--- src/debug_port_pkg.sv ---
package debug_port_pkg;

	typedef enum logic [3:0]
	{
		TAP_RESET,
		TAP_IDLE,
		TAP_SEL_DR,
		TAP_CAP_DR,
		TAP_SHIFT_DR,
		TAP_EXIT1_DR,
		TAP_PAUSE_DR,
		TAP_EXIT2_DR,
		TAP_UPD_DR,
		TAP_SEL_IR,
		TAP_CAP_IR,
		TAP_SHIFT_IR,
		TAP_EXIT1_IR,
		TAP_PAUSE_IR,
		TAP_EXIT2_IR,
		TAP_UPD_IR
	} tap_state_type;

	typedef enum logic
	{
		MODE_JTAG,
		MODE_SWD
	} mode_type;

	typedef enum logic [1:0]
	{
		REC_IDLE,
		REC_ERASE,
		REC_RESTORE,
		REC_DONE
	} recover_type;

	localparam int          PIN_COUNT        = 4;
	localparam logic [3:0]  PIN_DEFAULT      = 4'hF;
	localparam logic [3:0]  COMMIT_DEFAULT   = 4'h0;
	localparam logic [5:0]  SWITCH_RUN_MIN   = 6'h32;
	localparam logic [4:0]  SWITCH_PAT_LEN   = 5'h10;
	localparam logic [15:0] PAT_TO_SWD       = 16'hE79E;
	localparam logic [15:0] PAT_TO_JTAG      = 16'hE73C;
	localparam logic [3:0]  RECOVER_SWITCHES = 4'hA;
	localparam logic [3:0]  PREAMBLE_LAST    = 4'hF;

	localparam tap_state_type PREAMBLE_SEQ [16] = '{
		TAP_IDLE, TAP_SEL_DR, TAP_SEL_IR, TAP_RESET,
		TAP_RESET, TAP_IDLE, TAP_IDLE, TAP_SEL_DR,
		TAP_SEL_IR, TAP_RESET, TAP_RESET, TAP_IDLE,
		TAP_IDLE, TAP_SEL_DR, TAP_SEL_IR, TAP_RESET
	};

	// Value is arbitrary
	localparam logic [31:0] UNLOCK_KEY       = 32'h4B1D5EED;

	localparam logic [7:0]  OFS_ALT_FUNC     = 8'h00;
	localparam logic [7:0]  OFS_PULLUP       = 8'h04;
	localparam logic [7:0]  OFS_DIG_EN       = 8'h08;
	localparam logic [7:0]  OFS_LOCK         = 8'h0C;
	localparam logic [7:0]  OFS_COMMIT       = 8'h10;
	localparam logic [7:0]  OFS_STATUS       = 8'h14;

	localparam int          STAT_MODE_SWD    = 0;
	localparam int          STAT_DBG_ACTIVE  = 1;
	localparam int          STAT_TAP_RESET   = 2;
	localparam int          STAT_EXT_RESET   = 3;
	localparam int          STAT_SW_CNT_LO   = 4;
	localparam int          STAT_SW_CNT_HI   = 7;
	localparam int          STAT_REC_BUSY    = 8;
	localparam int          STAT_REC_DONE    = 9;

	localparam logic [1:0]  RESP_OKAY        = 2'h0;
	localparam logic [1:0]  RESP_SLVERR      = 2'h2;

endpackage

--- src/debug_port_mode_switch.sv ---
// Our own choices: the placing of the registers and the AXI4-Lite register port.
`timescale 1ns/1ps
// What this block does
// - Any reset sets the debug pins to digital, pulled-up, alternate use.
// - Clearing alternate-function bits hands the debug pins to general I/O.
// - Pin setting writes land only when unlocked and the commit bit is set.
// - Ten alternating switches from serial, in external reset, erase flash.
// - Flash erase finishes before nonvolatile configuration is restored.
// - The three-fold TAP preamble from reset selects serial-wire mode.
// - Each pattern switch opens with at least 50 high line cycles.
// - Pattern E79E, LSB first, selects serial-wire mode.
// - 50 highs after it put an active serial-wire engine in line reset.
// - Pattern E73C, LSB first, selects boundary-scan mode.
// - Five high cycles afterwards leave the TAP in Test-Logic-Reset.
// - Debug traffic resumes only once alternate function is set again.
// - No bus register reaches the TAP or its chains; the alternate-function register only gates its steps.
// - Boundary-scan works straight after reset with no software setup.
// - Power-on reset forces the TAP into Test-Logic-Reset.
// - Five high mode-select cycles reset the TAP state machine.
module debug_port_mode_switch
	import debug_port_pkg::*;
(
	input  wire logic        i_clock,
	input  wire logic        i_rst_n,
	input  wire logic        i_tck,
	input  wire logic        i_tms,
	input  wire logic        i_ext_rst_n,
	input  wire logic        i_flash_erase_done,
	input  wire logic        i_nv_restore_done,
	input  wire logic        i_axi_awvalid,
	output logic             o_axi_awready,
	input  wire logic [7:0]  i_axi_awaddr,
	input  wire logic        i_axi_wvalid,
	output logic             o_axi_wready,
	input  wire logic [31:0] i_axi_wdata,
	input  wire logic [3:0]  i_axi_wstrb,
	output logic             o_axi_bvalid,
	input  wire logic        i_axi_bready,
	output logic [1:0]       o_axi_bresp,
	input  wire logic        i_axi_arvalid,
	output logic             o_axi_arready,
	input  wire logic [7:0]  i_axi_araddr,
	output logic             o_axi_rvalid,
	input  wire logic        i_axi_rready,
	output logic [31:0]      o_axi_rdata,
	output logic [1:0]       o_axi_rresp,
	output logic [3:0]       o_pin_alt_func,
	output logic [3:0]       o_pin_pullup,
	output logic [3:0]       o_pin_digital_en,
	output logic             o_mode_swd,
	output logic             o_tap_reset,
	output logic             o_swd_line_reset,
	output logic             o_flash_erase_req,
	output logic             o_nv_restore_req
);

	logic          tck_meta_r;
	logic          tck_sync_r;
	logic          tck_prev_r;
	logic          tms_meta_r;
	logic          tms_sync_r;
	logic          ext_meta_r;
	logic          ext_sync_r;
	logic          tck_rise;
	logic          ext_held;
	logic          dbg_active;
	logic          link_step;

	logic [3:0]    alt_func_r;
	logic [3:0]    pullup_r;
	logic [3:0]    dig_en_r;
	logic [3:0]    commit_r;
	logic          locked_r;

	logic          awready_r;
	logic          wready_r;
	logic          bvalid_r;
	logic [1:0]    bresp_r;
	logic [7:0]    awaddr_r;
	logic [31:0]   wdata_r;
	logic [3:0]    wstrb_r;
	logic          arready_r;
	logic          rvalid_r;
	logic [31:0]   rdata_r;
	logic [1:0]    rresp_r;
	logic          do_write;
	logic          lane0;
	logic          pin_wr_ok;
	logic [31:0]   status_word;
	logic [31:0]   rdata_nxt;
	logic [1:0]    rresp_nxt;

	logic [15:0]   shift_r;
	logic [15:0]   shift_nxt;
	logic [5:0]    run_cnt_r;
	logic          armed_r;
	logic [4:0]    pat_cnt_r;
	logic [4:0]    pat_cnt_nxt;
	logic          swd_match;
	logic          jtag_match;
	logic          run_done;

	mode_type      mode_r;
	logic          line_reset_r;
	tap_state_type tap_state;
	tap_state_type tap_prev_r;
	logic          tap_step_d_r;
	logic [3:0]    prm_idx_r;
	logic          prm_hit;
	logic          prm_done;

	logic [3:0]    sw_cnt_r;
	logic          expect_swd_r;
	recover_type   rec_r;
	logic          sw_good;
	logic [3:0]    sw_cnt_nxt;

	// Link pins pass two flops before use
	always_ff @(posedge i_clock)
	begin
		if (!i_rst_n)
		begin
			tck_meta_r <= 1'b1;
			tck_sync_r <= 1'b1;
			tck_prev_r <= 1'b1;
			tms_meta_r <= 1'b1;
			tms_sync_r <= 1'b1;
			ext_meta_r <= 1'b1;
			ext_sync_r <= 1'b1;
		end
		else
		begin
			tck_meta_r <= i_tck;
			tck_sync_r <= tck_meta_r;
			tck_prev_r <= tck_sync_r;
			tms_meta_r <= i_tms;
			tms_sync_r <= tms_meta_r;
			ext_meta_r <= i_ext_rst_n;
			ext_sync_r <= ext_meta_r;
		end
	end

	assign tck_rise   = tck_sync_r & ~tck_prev_r;
	assign ext_held   = ~ext_sync_r;
	assign dbg_active = &alt_func_r;
	assign link_step  = tck_rise & dbg_active;

	// Register bus: write side
	assign do_write  = ~awready_r & ~wready_r & ~bvalid_r;
	assign lane0     = wstrb_r[0];
	assign pin_wr_ok = do_write & lane0 & ~locked_r;

	always_ff @(posedge i_clock)
	begin
		if (!i_rst_n)
		begin
			awready_r <= 1'b1;
			wready_r  <= 1'b1;
			bvalid_r  <= 1'b0;
			bresp_r   <= RESP_OKAY;
			awaddr_r  <= 8'h00;
			wdata_r   <= 32'h00000000;
			wstrb_r   <= 4'h0;
		end
		else
		begin
			if (i_axi_awvalid && awready_r)
			begin
				awready_r <= 1'b0;
				awaddr_r  <= i_axi_awaddr;
			end
			if (i_axi_wvalid && wready_r)
			begin
				wready_r <= 1'b0;
				wdata_r  <= i_axi_wdata;
				wstrb_r  <= i_axi_wstrb;
			end
			if (do_write)
			begin
				bvalid_r <= 1'b1;
				unique case (awaddr_r)
					OFS_ALT_FUNC, OFS_PULLUP, OFS_DIG_EN,
					OFS_LOCK, OFS_COMMIT, OFS_STATUS:
						bresp_r <= RESP_OKAY;
					default:
						bresp_r <= RESP_SLVERR;
				endcase
			end
			if (bvalid_r && i_axi_bready)
			begin
				bvalid_r  <= 1'b0;
				awready_r <= 1'b1;
				wready_r  <= 1'b1;
			end
		end
	end

	// Lock and commit gate every pin setting write
	always_ff @(posedge i_clock)
	begin
		if (!i_rst_n)
		begin
			locked_r <= 1'b1;
			commit_r <= COMMIT_DEFAULT;
		end
		else if (do_write && awaddr_r == OFS_LOCK)
			locked_r <= !(wstrb_r == 4'hF && wdata_r == UNLOCK_KEY);
		else if (pin_wr_ok && awaddr_r == OFS_COMMIT)
			commit_r <= wdata_r[PIN_COUNT-1:0];
	end

	generate
		for (genvar i = 0; i < PIN_COUNT; i++)
		begin : g_pin
			always_ff @(posedge i_clock)
			begin
				if (!i_rst_n || ext_held)
				begin
					alt_func_r[i] <= PIN_DEFAULT[i];
					pullup_r[i]   <= PIN_DEFAULT[i];
					dig_en_r[i]   <= PIN_DEFAULT[i];
				end
				else if (pin_wr_ok && commit_r[i])
				begin
					if (awaddr_r == OFS_ALT_FUNC)
						alt_func_r[i] <= wdata_r[i];
					if (awaddr_r == OFS_PULLUP)
						pullup_r[i] <= wdata_r[i];
					if (awaddr_r == OFS_DIG_EN)
						dig_en_r[i] <= wdata_r[i];
				end
			end
		end
	endgenerate

	// Register bus: read side; of the TAP only the Test-Logic-Reset status bit is mapped
	always_comb
	begin
		status_word = 32'h00000000;
		status_word[STAT_MODE_SWD]   = (mode_r == MODE_SWD);
		status_word[STAT_DBG_ACTIVE] = dbg_active;
		status_word[STAT_TAP_RESET]  = (tap_state == TAP_RESET);
		status_word[STAT_EXT_RESET]  = ext_held;
		status_word[STAT_SW_CNT_HI:STAT_SW_CNT_LO] = sw_cnt_r;
		status_word[STAT_REC_BUSY]   = (rec_r == REC_ERASE) ||
			(rec_r == REC_RESTORE);
		status_word[STAT_REC_DONE]   = (rec_r == REC_DONE);
		rdata_nxt = 32'h00000000;
		rresp_nxt = RESP_OKAY;
		unique case (i_axi_araddr)
			OFS_ALT_FUNC: rdata_nxt[PIN_COUNT-1:0] = alt_func_r;
			OFS_PULLUP:   rdata_nxt[PIN_COUNT-1:0] = pullup_r;
			OFS_DIG_EN:   rdata_nxt[PIN_COUNT-1:0] = dig_en_r;
			OFS_LOCK:     rdata_nxt[0] = locked_r;
			OFS_COMMIT:   rdata_nxt[PIN_COUNT-1:0] = commit_r;
			OFS_STATUS:   rdata_nxt = status_word;
			default:      rresp_nxt = RESP_SLVERR;
		endcase
	end

	always_ff @(posedge i_clock)
	begin
		if (!i_rst_n)
		begin
			arready_r <= 1'b1;
			rvalid_r  <= 1'b0;
			rdata_r   <= 32'h00000000;
			rresp_r   <= RESP_OKAY;
		end
		else if (i_axi_arvalid && arready_r)
		begin
			arready_r <= 1'b0;
			rvalid_r  <= 1'b1;
			rdata_r   <= rdata_nxt;
			rresp_r   <= rresp_nxt;
		end
		else if (rvalid_r && i_axi_rready)
		begin
			arready_r <= 1'b1;
			rvalid_r  <= 1'b0;
		end
	end

	// Switch pattern detector on the line
	always_comb
	begin
		shift_nxt   = {tms_sync_r, shift_r[15:1]};
		pat_cnt_nxt = pat_cnt_r;
		if (armed_r && (pat_cnt_r != 5'h00 || !tms_sync_r))
			pat_cnt_nxt = pat_cnt_r + 5'h01;
	end

	assign swd_match  = link_step && pat_cnt_nxt == SWITCH_PAT_LEN &&
		shift_nxt == PAT_TO_SWD;
	assign jtag_match = link_step && pat_cnt_nxt == SWITCH_PAT_LEN &&
		shift_nxt == PAT_TO_JTAG;
	assign run_done   = link_step && tms_sync_r &&
		run_cnt_r == SWITCH_RUN_MIN - 6'h01;

	always_ff @(posedge i_clock)
	begin
		if (!i_rst_n)
		begin
			shift_r   <= 16'h0000;
			run_cnt_r <= 6'h00;
			armed_r   <= 1'b0;
			pat_cnt_r <= 5'h00;
		end
		else if (link_step)
		begin
			shift_r <= shift_nxt;
			if (!tms_sync_r)
				run_cnt_r <= 6'h00;
			else if (run_cnt_r != SWITCH_RUN_MIN)
				run_cnt_r <= run_cnt_r + 6'h01;
			if (run_done)
			begin
				armed_r   <= 1'b1;
				pat_cnt_r <= 5'h00;
			end
			else if (pat_cnt_nxt == SWITCH_PAT_LEN)
			begin
				armed_r   <= 1'b0;
				pat_cnt_r <= 5'h00;
			end
			else
				pat_cnt_r <= pat_cnt_nxt;
		end
	end

	// TAP preamble follower
	assign prm_hit  = tap_state == PREAMBLE_SEQ[prm_idx_r] &&
		(prm_idx_r != 4'h0 || tap_prev_r == TAP_RESET);
	assign prm_done = tap_step_d_r && prm_hit && prm_idx_r == PREAMBLE_LAST;

	always_ff @(posedge i_clock)
	begin
		if (!i_rst_n)
		begin
			tap_step_d_r <= 1'b0;
			tap_prev_r   <= TAP_RESET;
			prm_idx_r    <= 4'h0;
		end
		else
		begin
			tap_step_d_r <= link_step && mode_r == MODE_JTAG;
			if (tap_step_d_r)
			begin
				tap_prev_r <= tap_state;
				if (!prm_hit || prm_idx_r == PREAMBLE_LAST)
					prm_idx_r <= 4'h0;
				else
					prm_idx_r <= prm_idx_r + 4'h1;
			end
		end
	end

	// Mode select and line reset
	always_ff @(posedge i_clock)
	begin
		if (!i_rst_n)
		begin
			mode_r       <= MODE_JTAG;
			line_reset_r <= 1'b0;
		end
		else
		begin
			line_reset_r <= run_done && mode_r == MODE_SWD;
			if (swd_match || prm_done)
				mode_r <= MODE_SWD;
			else if (jtag_match)
				mode_r <= MODE_JTAG;
		end
	end

	tap_state_tracker u_tap
	(
		.i_clock       (i_clock),
		.i_rst_n       (i_rst_n),
		.i_step        (link_step && mode_r == MODE_JTAG),
		.i_tms         (tms_sync_r),
		.i_force_reset (mode_r == MODE_SWD),
		.o_state       (tap_state)
	);

	// Recovery switch counter
	assign sw_good    = (swd_match && expect_swd_r) ||
		(jtag_match && !expect_swd_r);
	assign sw_cnt_nxt = sw_good ? sw_cnt_r + 4'h1 :
		(swd_match ? 4'h1 : 4'h0);

	always_ff @(posedge i_clock)
	begin
		if (!i_rst_n || !ext_held)
		begin
			sw_cnt_r     <= 4'h0;
			expect_swd_r <= 1'b1;
		end
		else if ((swd_match || jtag_match) && sw_cnt_r != RECOVER_SWITCHES)
		begin
			sw_cnt_r     <= sw_cnt_nxt;
			expect_swd_r <= !swd_match;
		end
	end

	// Erase, then restore nonvolatile settings
	always_ff @(posedge i_clock)
	begin
		if (!i_rst_n)
			rec_r <= REC_IDLE;
		else
		begin
			unique case (rec_r)
				REC_IDLE:
					if (ext_held && sw_cnt_r == RECOVER_SWITCHES)
						rec_r <= REC_ERASE;
				REC_ERASE:
					if (i_flash_erase_done)
						rec_r <= REC_RESTORE;
				REC_RESTORE:
					if (i_nv_restore_done)
						rec_r <= REC_DONE;
				REC_DONE:
					rec_r <= REC_DONE;
			endcase
		end
	end

	// Output flops
	always_ff @(posedge i_clock)
	begin
		if (!i_rst_n)
		begin
			o_mode_swd        <= 1'b0;
			o_tap_reset       <= 1'b1;
			o_flash_erase_req <= 1'b0;
			o_nv_restore_req  <= 1'b0;
		end
		else
		begin
			o_mode_swd        <= mode_r == MODE_SWD;
			o_tap_reset       <= tap_state == TAP_RESET;
			o_flash_erase_req <= rec_r == REC_ERASE;
			o_nv_restore_req  <= rec_r == REC_RESTORE;
		end
	end

	assign o_axi_awready    = awready_r;
	assign o_axi_wready     = wready_r;
	assign o_axi_bvalid     = bvalid_r;
	assign o_axi_bresp      = bresp_r;
	assign o_axi_arready    = arready_r;
	assign o_axi_rvalid     = rvalid_r;
	assign o_axi_rdata      = rdata_r;
	assign o_axi_rresp      = rresp_r;
	assign o_pin_alt_func   = alt_func_r;
	assign o_pin_pullup     = pullup_r;
	assign o_pin_digital_en = dig_en_r;
	assign o_swd_line_reset = line_reset_r;

endmodule

--- src/tap_state_tracker.sv ---
`timescale 1ns/1ps
module tap_state_tracker
	import debug_port_pkg::*;
(
	input  wire logic          i_clock,
	input  wire logic          i_rst_n,
	input  wire logic          i_step,
	input  wire logic          i_tms,
	input  wire logic          i_force_reset,
	output tap_state_type      o_state
);

	tap_state_type state_r;
	tap_state_type state_nxt;

	always_comb
	begin
		state_nxt = state_r;
		unique case (state_r)
			TAP_RESET:    state_nxt = i_tms ? TAP_RESET    : TAP_IDLE;
			TAP_IDLE:     state_nxt = i_tms ? TAP_SEL_DR   : TAP_IDLE;
			TAP_SEL_DR:   state_nxt = i_tms ? TAP_SEL_IR   : TAP_CAP_DR;
			TAP_CAP_DR:   state_nxt = i_tms ? TAP_EXIT1_DR : TAP_SHIFT_DR;
			TAP_SHIFT_DR: state_nxt = i_tms ? TAP_EXIT1_DR : TAP_SHIFT_DR;
			TAP_EXIT1_DR: state_nxt = i_tms ? TAP_UPD_DR   : TAP_PAUSE_DR;
			TAP_PAUSE_DR: state_nxt = i_tms ? TAP_EXIT2_DR : TAP_PAUSE_DR;
			TAP_EXIT2_DR: state_nxt = i_tms ? TAP_UPD_DR   : TAP_SHIFT_DR;
			TAP_UPD_DR:   state_nxt = i_tms ? TAP_SEL_DR   : TAP_IDLE;
			TAP_SEL_IR:   state_nxt = i_tms ? TAP_RESET    : TAP_CAP_IR;
			TAP_CAP_IR:   state_nxt = i_tms ? TAP_EXIT1_IR : TAP_SHIFT_IR;
			TAP_SHIFT_IR: state_nxt = i_tms ? TAP_EXIT1_IR : TAP_SHIFT_IR;
			TAP_EXIT1_IR: state_nxt = i_tms ? TAP_UPD_IR   : TAP_PAUSE_IR;
			TAP_PAUSE_IR: state_nxt = i_tms ? TAP_EXIT2_IR : TAP_PAUSE_IR;
			TAP_EXIT2_IR: state_nxt = i_tms ? TAP_UPD_IR   : TAP_SHIFT_IR;
			TAP_UPD_IR:   state_nxt = i_tms ? TAP_SEL_DR   : TAP_IDLE;
		endcase
	end

	// Five high steps from any state land in reset
	always_ff @(posedge i_clock)
	begin
		if (!i_rst_n)
			state_r <= TAP_RESET;
		else if (i_force_reset)
			state_r <= TAP_RESET;
		else if (i_step)
			state_r <= state_nxt;
	end

	assign o_state = state_r;

endmodule
--- config.mk ---
export PLATFORM = sky130hd
export DESIGN_NAME = debug_port_mode_switch
export DESIGN_NICKNAME = d
export VERILOG_FILES = /design/src/debug_port_pkg.sv /design/src/debug_port_mode_switch.sv /design/src/tap_state_tracker.sv
export SDC_FILE = /design/constraint.sdc
export NUM_CORES = 1
export LEC_CHECK = 0
export ABC_AREA = 1
export BUFFER_PORTS_ARGS = -buffer_cell sky130_fd_sc_hd__clkbuf_2
export CORE_MARGIN = 10
export CORE_UTILIZATION = 60
export CTS_CLUSTER_DIAMETER = 80
export DETAILED_ROUTE_END_ITERATION = 8
export GPL_TIMING_DRIVEN = 1
export PLACE_DENSITY = 0.89
export SLEW_MARGIN = 10
export SYNTH_ARGS = -nofsm -noshare
export SYNTH_HDL_FRONTEND = slang
export SYNTH_SLANG_ARGS = --single-unit
--- constraint.sdc ---
create_clock -name i_clock -period 4.3 [get_ports i_clock]
set_input_delay 0.645 -clock i_clock [delete_from_list [all_inputs] [get_ports i_clock]]
set_output_delay 0.645 -clock i_clock [all_outputs]
set_load 0.005 [all_outputs]
==> summary.md <==
| Metric | Value |
|---|---|
| Status | `complete, no violations` |
| Setup Skew | `0.0130 ns` |
| Routed len/inst | `14.4 µm` |
| Post-route ant nets | `0` |
| Vias in the first global route | `5927` |
| Initial antenna violation count | `0` |
| CORE AREA | `0.0104 mm²` |
| Max Fclk | `0.434 GHz` |
| Input/output buffers | `97` |
| CTS H-tree depth | `4` |
| Xor/xnor share of the synthesized area | `0.00949` |
| Worst vdd ir | `301 µV` |
| Top-area cell type share of the netlist area | `0.428` |
| Inserted Diodes | `0` |
| Fin. max-slew vios | `0` |
| CP endpoint kind | `register` |
| Final period util | `0.536` |
| Critical-path maximum fanout | `28` |
| CP Class | `register to register` |
| Die width | `124 µm` |
| Period minus WS final | `2.30 ns` |
| Nets | `1054` |
| # DRC | `0` |
| Area delta synth->final | `16.3%` |
| Post-synth EDFFs | `0` |
| Postcts setup bufs | `0` |
| GR Layer Usage met1 | `0.241` |
| Synth area leader | `dfxtp_1` |
| Die Ht | `124 µm` |
| Cell with the most instances after synthesis | `nor2_1` |
| Ys Warns | `0` |
| Pwr dens | `410 mW/mm²` |
| Final number of setup-violating endpoints | `0` |
| Async S/R FF share, synth | `0` |
| Synthesized area per cell | `7.28 µm²` |
| I/O pin count | `122` |
| Met3 Use GR | `0.0692` |
| Worst-Skew Late Latency | `0.54 ns` |
| Yosys reg bits | `138` |
| Slew Limit Headroom | `0.464` |
| Root buffer cell | `clkbuf_8` |
| CTS tree | `yes` |
| GRT overflow | `0` |
| Pre-antenna DRT Iters | `6` |
| Simple-gate share of the synthesized area | `0.256` |
| Placed insts | `1091` |
| Clock buffer count from CTS | `17` |
| Post-Syn Area | `0.00646 mm²` |
| Post-synth top cells | `nor2_1, dfxtp_1, nand2_1` |
| Leak | `3.24 nW` |
| RD Place Congestion | `0.931` |
| GRT Total Usage | `0.215` |
| Distinct cells, synth | `46` |
| Main combinational cell family by area after synthesis | `simple AND/OR/NAND/NOR gates` |
| Synth Area in Compound Gates | `0.176` |
| Met2 usage | `0.364` |
| WP data required | `4.70 ns` |
| Crit start category | `register` |
| Die Footprint | `0.0153 mm²` |
| RSZ-0062 raised after global routing | `no` |
| DRT iter0 DRCs | `490` |
| Final hold vios | `0` |
| Layer with the highest usage | `met2` |
| Final wirelength | `16.2 mm` |
| Critical Path AT | `2.70 ns` |
| Mux contribution to synthesized area | `0` |
| # clock sinks | `138` |
| Rows | `37` |
| Worst hold path type | `input pin to register` |
| DP HPWL | `11.5 mm` |
| Post-Layout Cell Count | `1123` |
| Post-CTS sizing | `0` |
| Clock buffer depth | `2` |
| Main flop type after synthesis | `dfxtp_1` |
| Cells after synthesis | `887` |
| Synthesized-area fraction occupied by adder cells | `0.0310` |
| Initial Util | `0.620` |
| Worst-Margin Slew | `0.803 ns` |
| Setup TNS | `0 ns` |
| Largest net degree at the start of global routing | `74` |
| Share of layout cells above drive strength 1 | `0.162` |
| Top post-synthesis cells by area | `dfxtp_1, o21ai_0, nor2_1, nand2_1, a21oi_1` |
| Finished Core Util | `0.721` |
| Post-synthesis sequential area ratio | `0.428` |
| Hold_buf cts | `0` |
| Max-cap violation count | `0` |
| First-pass GRT wire length | `26.7 mm` |
| Vias per cell | `5.39` |
| Via count | `6058` |
| Clock transition at path regs | `0.06 ns` |
[through the flow]
stage | power [mW] | cell area [µm²] | worst slack, ns | hold slack [ns]
after global routing | 3.19 | 7510 | 1.74 | 0.276
final | 3.08 | 7510 | 2.00 | 0.289
after CTS | 3.09 | 7510 | 2.01 | 0.277
after global placement | 1.61 | 6910 | 2.08 | 0.395
after floorplan | 1.56 | 6540 | 2.55 | 0.393
after detailed placement | 1.62 | 6910 | 2.02 | 0.403
[where the power goes]
group | leakage [nW] | internal [mW] | switching (mW)
logic | 1.82 | 0.0811 | 0.145
clock network | 0.286 | 0.905 | 0.576
registers | 1.13 | 1.34 | 0.0364
[path summary, 6_finish.rpt]
check / to / slack (ns) / depth (start not counted) / from
setup / recovery: run_cnt_r[4]$_SDFFE_PN0P_ / 2.00 / 9 / o_pin_alt_func[3]$_SDFFE_PP1P_
hold / removal: tck_meta_r$_SDFF_PN1_ / 0.29 / 2 / i_tck
setup reg to reg: run_cnt_r[4]$_SDFFE_PN0P_ / 2.00 / 9 / o_pin_alt_func[3]$_SDFFE_PP1P_
hold reg to reg: ext_sync_r$_SDFF_PN1_ / 0.42 / 1 / ext_meta_r$_SDFF_PN1_
[worst max-delay path, cell delays in order (launching register included)]
cell     delay [ns]
dfxtp_1        0.37
inv_1          0.08
nor3_2         0.21
nand3_2        0.45
inv_2          0.39
nand2_2        0.13
nor3_1         0.27
nand2_1        0.09
nor2_1         0.10
nor3_1         0.05
[state kept, by name (all words and copies together) (netlist names), 2 cells and up]
name / flops
wdata_r: 32
shift_r: 15
o_axi_rdata: 10
awaddr_r: 8
run_cnt_r: 6
pat_cnt_r: 5
commit_r: 4
o_pin_alt_func: 4
o_pin_digital_en: 4
o_pin_pullup: 4
prm_idx_r: 4
sw_cnt_r: 4
tap_prev_r: 4
u_tap.o_state: 4
wstrb_r: 4
rec_r: 2
[metal layers]
layer  up-vias  share of wire  routed length (µm)
li1       3051              -                   -
met1      2762           0.42                6760
met2       215           0.49                7930
met3        30          0.074                1200
met4         0          0.021                 338
met5         -              0                   0
[logic make-up after synthesis]
kind of cell	after synthesis
flops	138
simple gates	368
buf+inv	144
xor+xnor	7
compound gates	213
fa+ha+maj	16
other cells	1
[placed cells by master, fill, tap and decap left out, types with 5 or more instances in the layout]
| master | n |
|---|---|
| nor4_1 | 5 |
| a21oi_1 | 76 |
| nand3_1 | 30 |
| nand2_2 | 5 |
| ha_1 | 16 |
| a211oi_1 | 5 |
| inv_1 | 86 |
| nand2_1 | 119 |
| nand4_1 | 16 |
| o21ai_0 | 112 |
| clkbuf_2 | 97 |
| dfxtp_1 | 138 |
| nor2_1 | 149 |
| xor2_1 | 5 |
| or2_2 | 7 |
| clkbuf_16 | 16 |
| nor3_1 | 17 |
| conb_1 | 24 |
[layout make-up]
type,instances,area [µm²]
multi-input cells,628,3140
fillers,852,2910
flip-flops and latches,138,2760
repair buffers,99,500
clock buffers,19,432
inverters,90,338
well taps,136,170
clock inverters,13,166
Power figures use the tool's default switching activity.
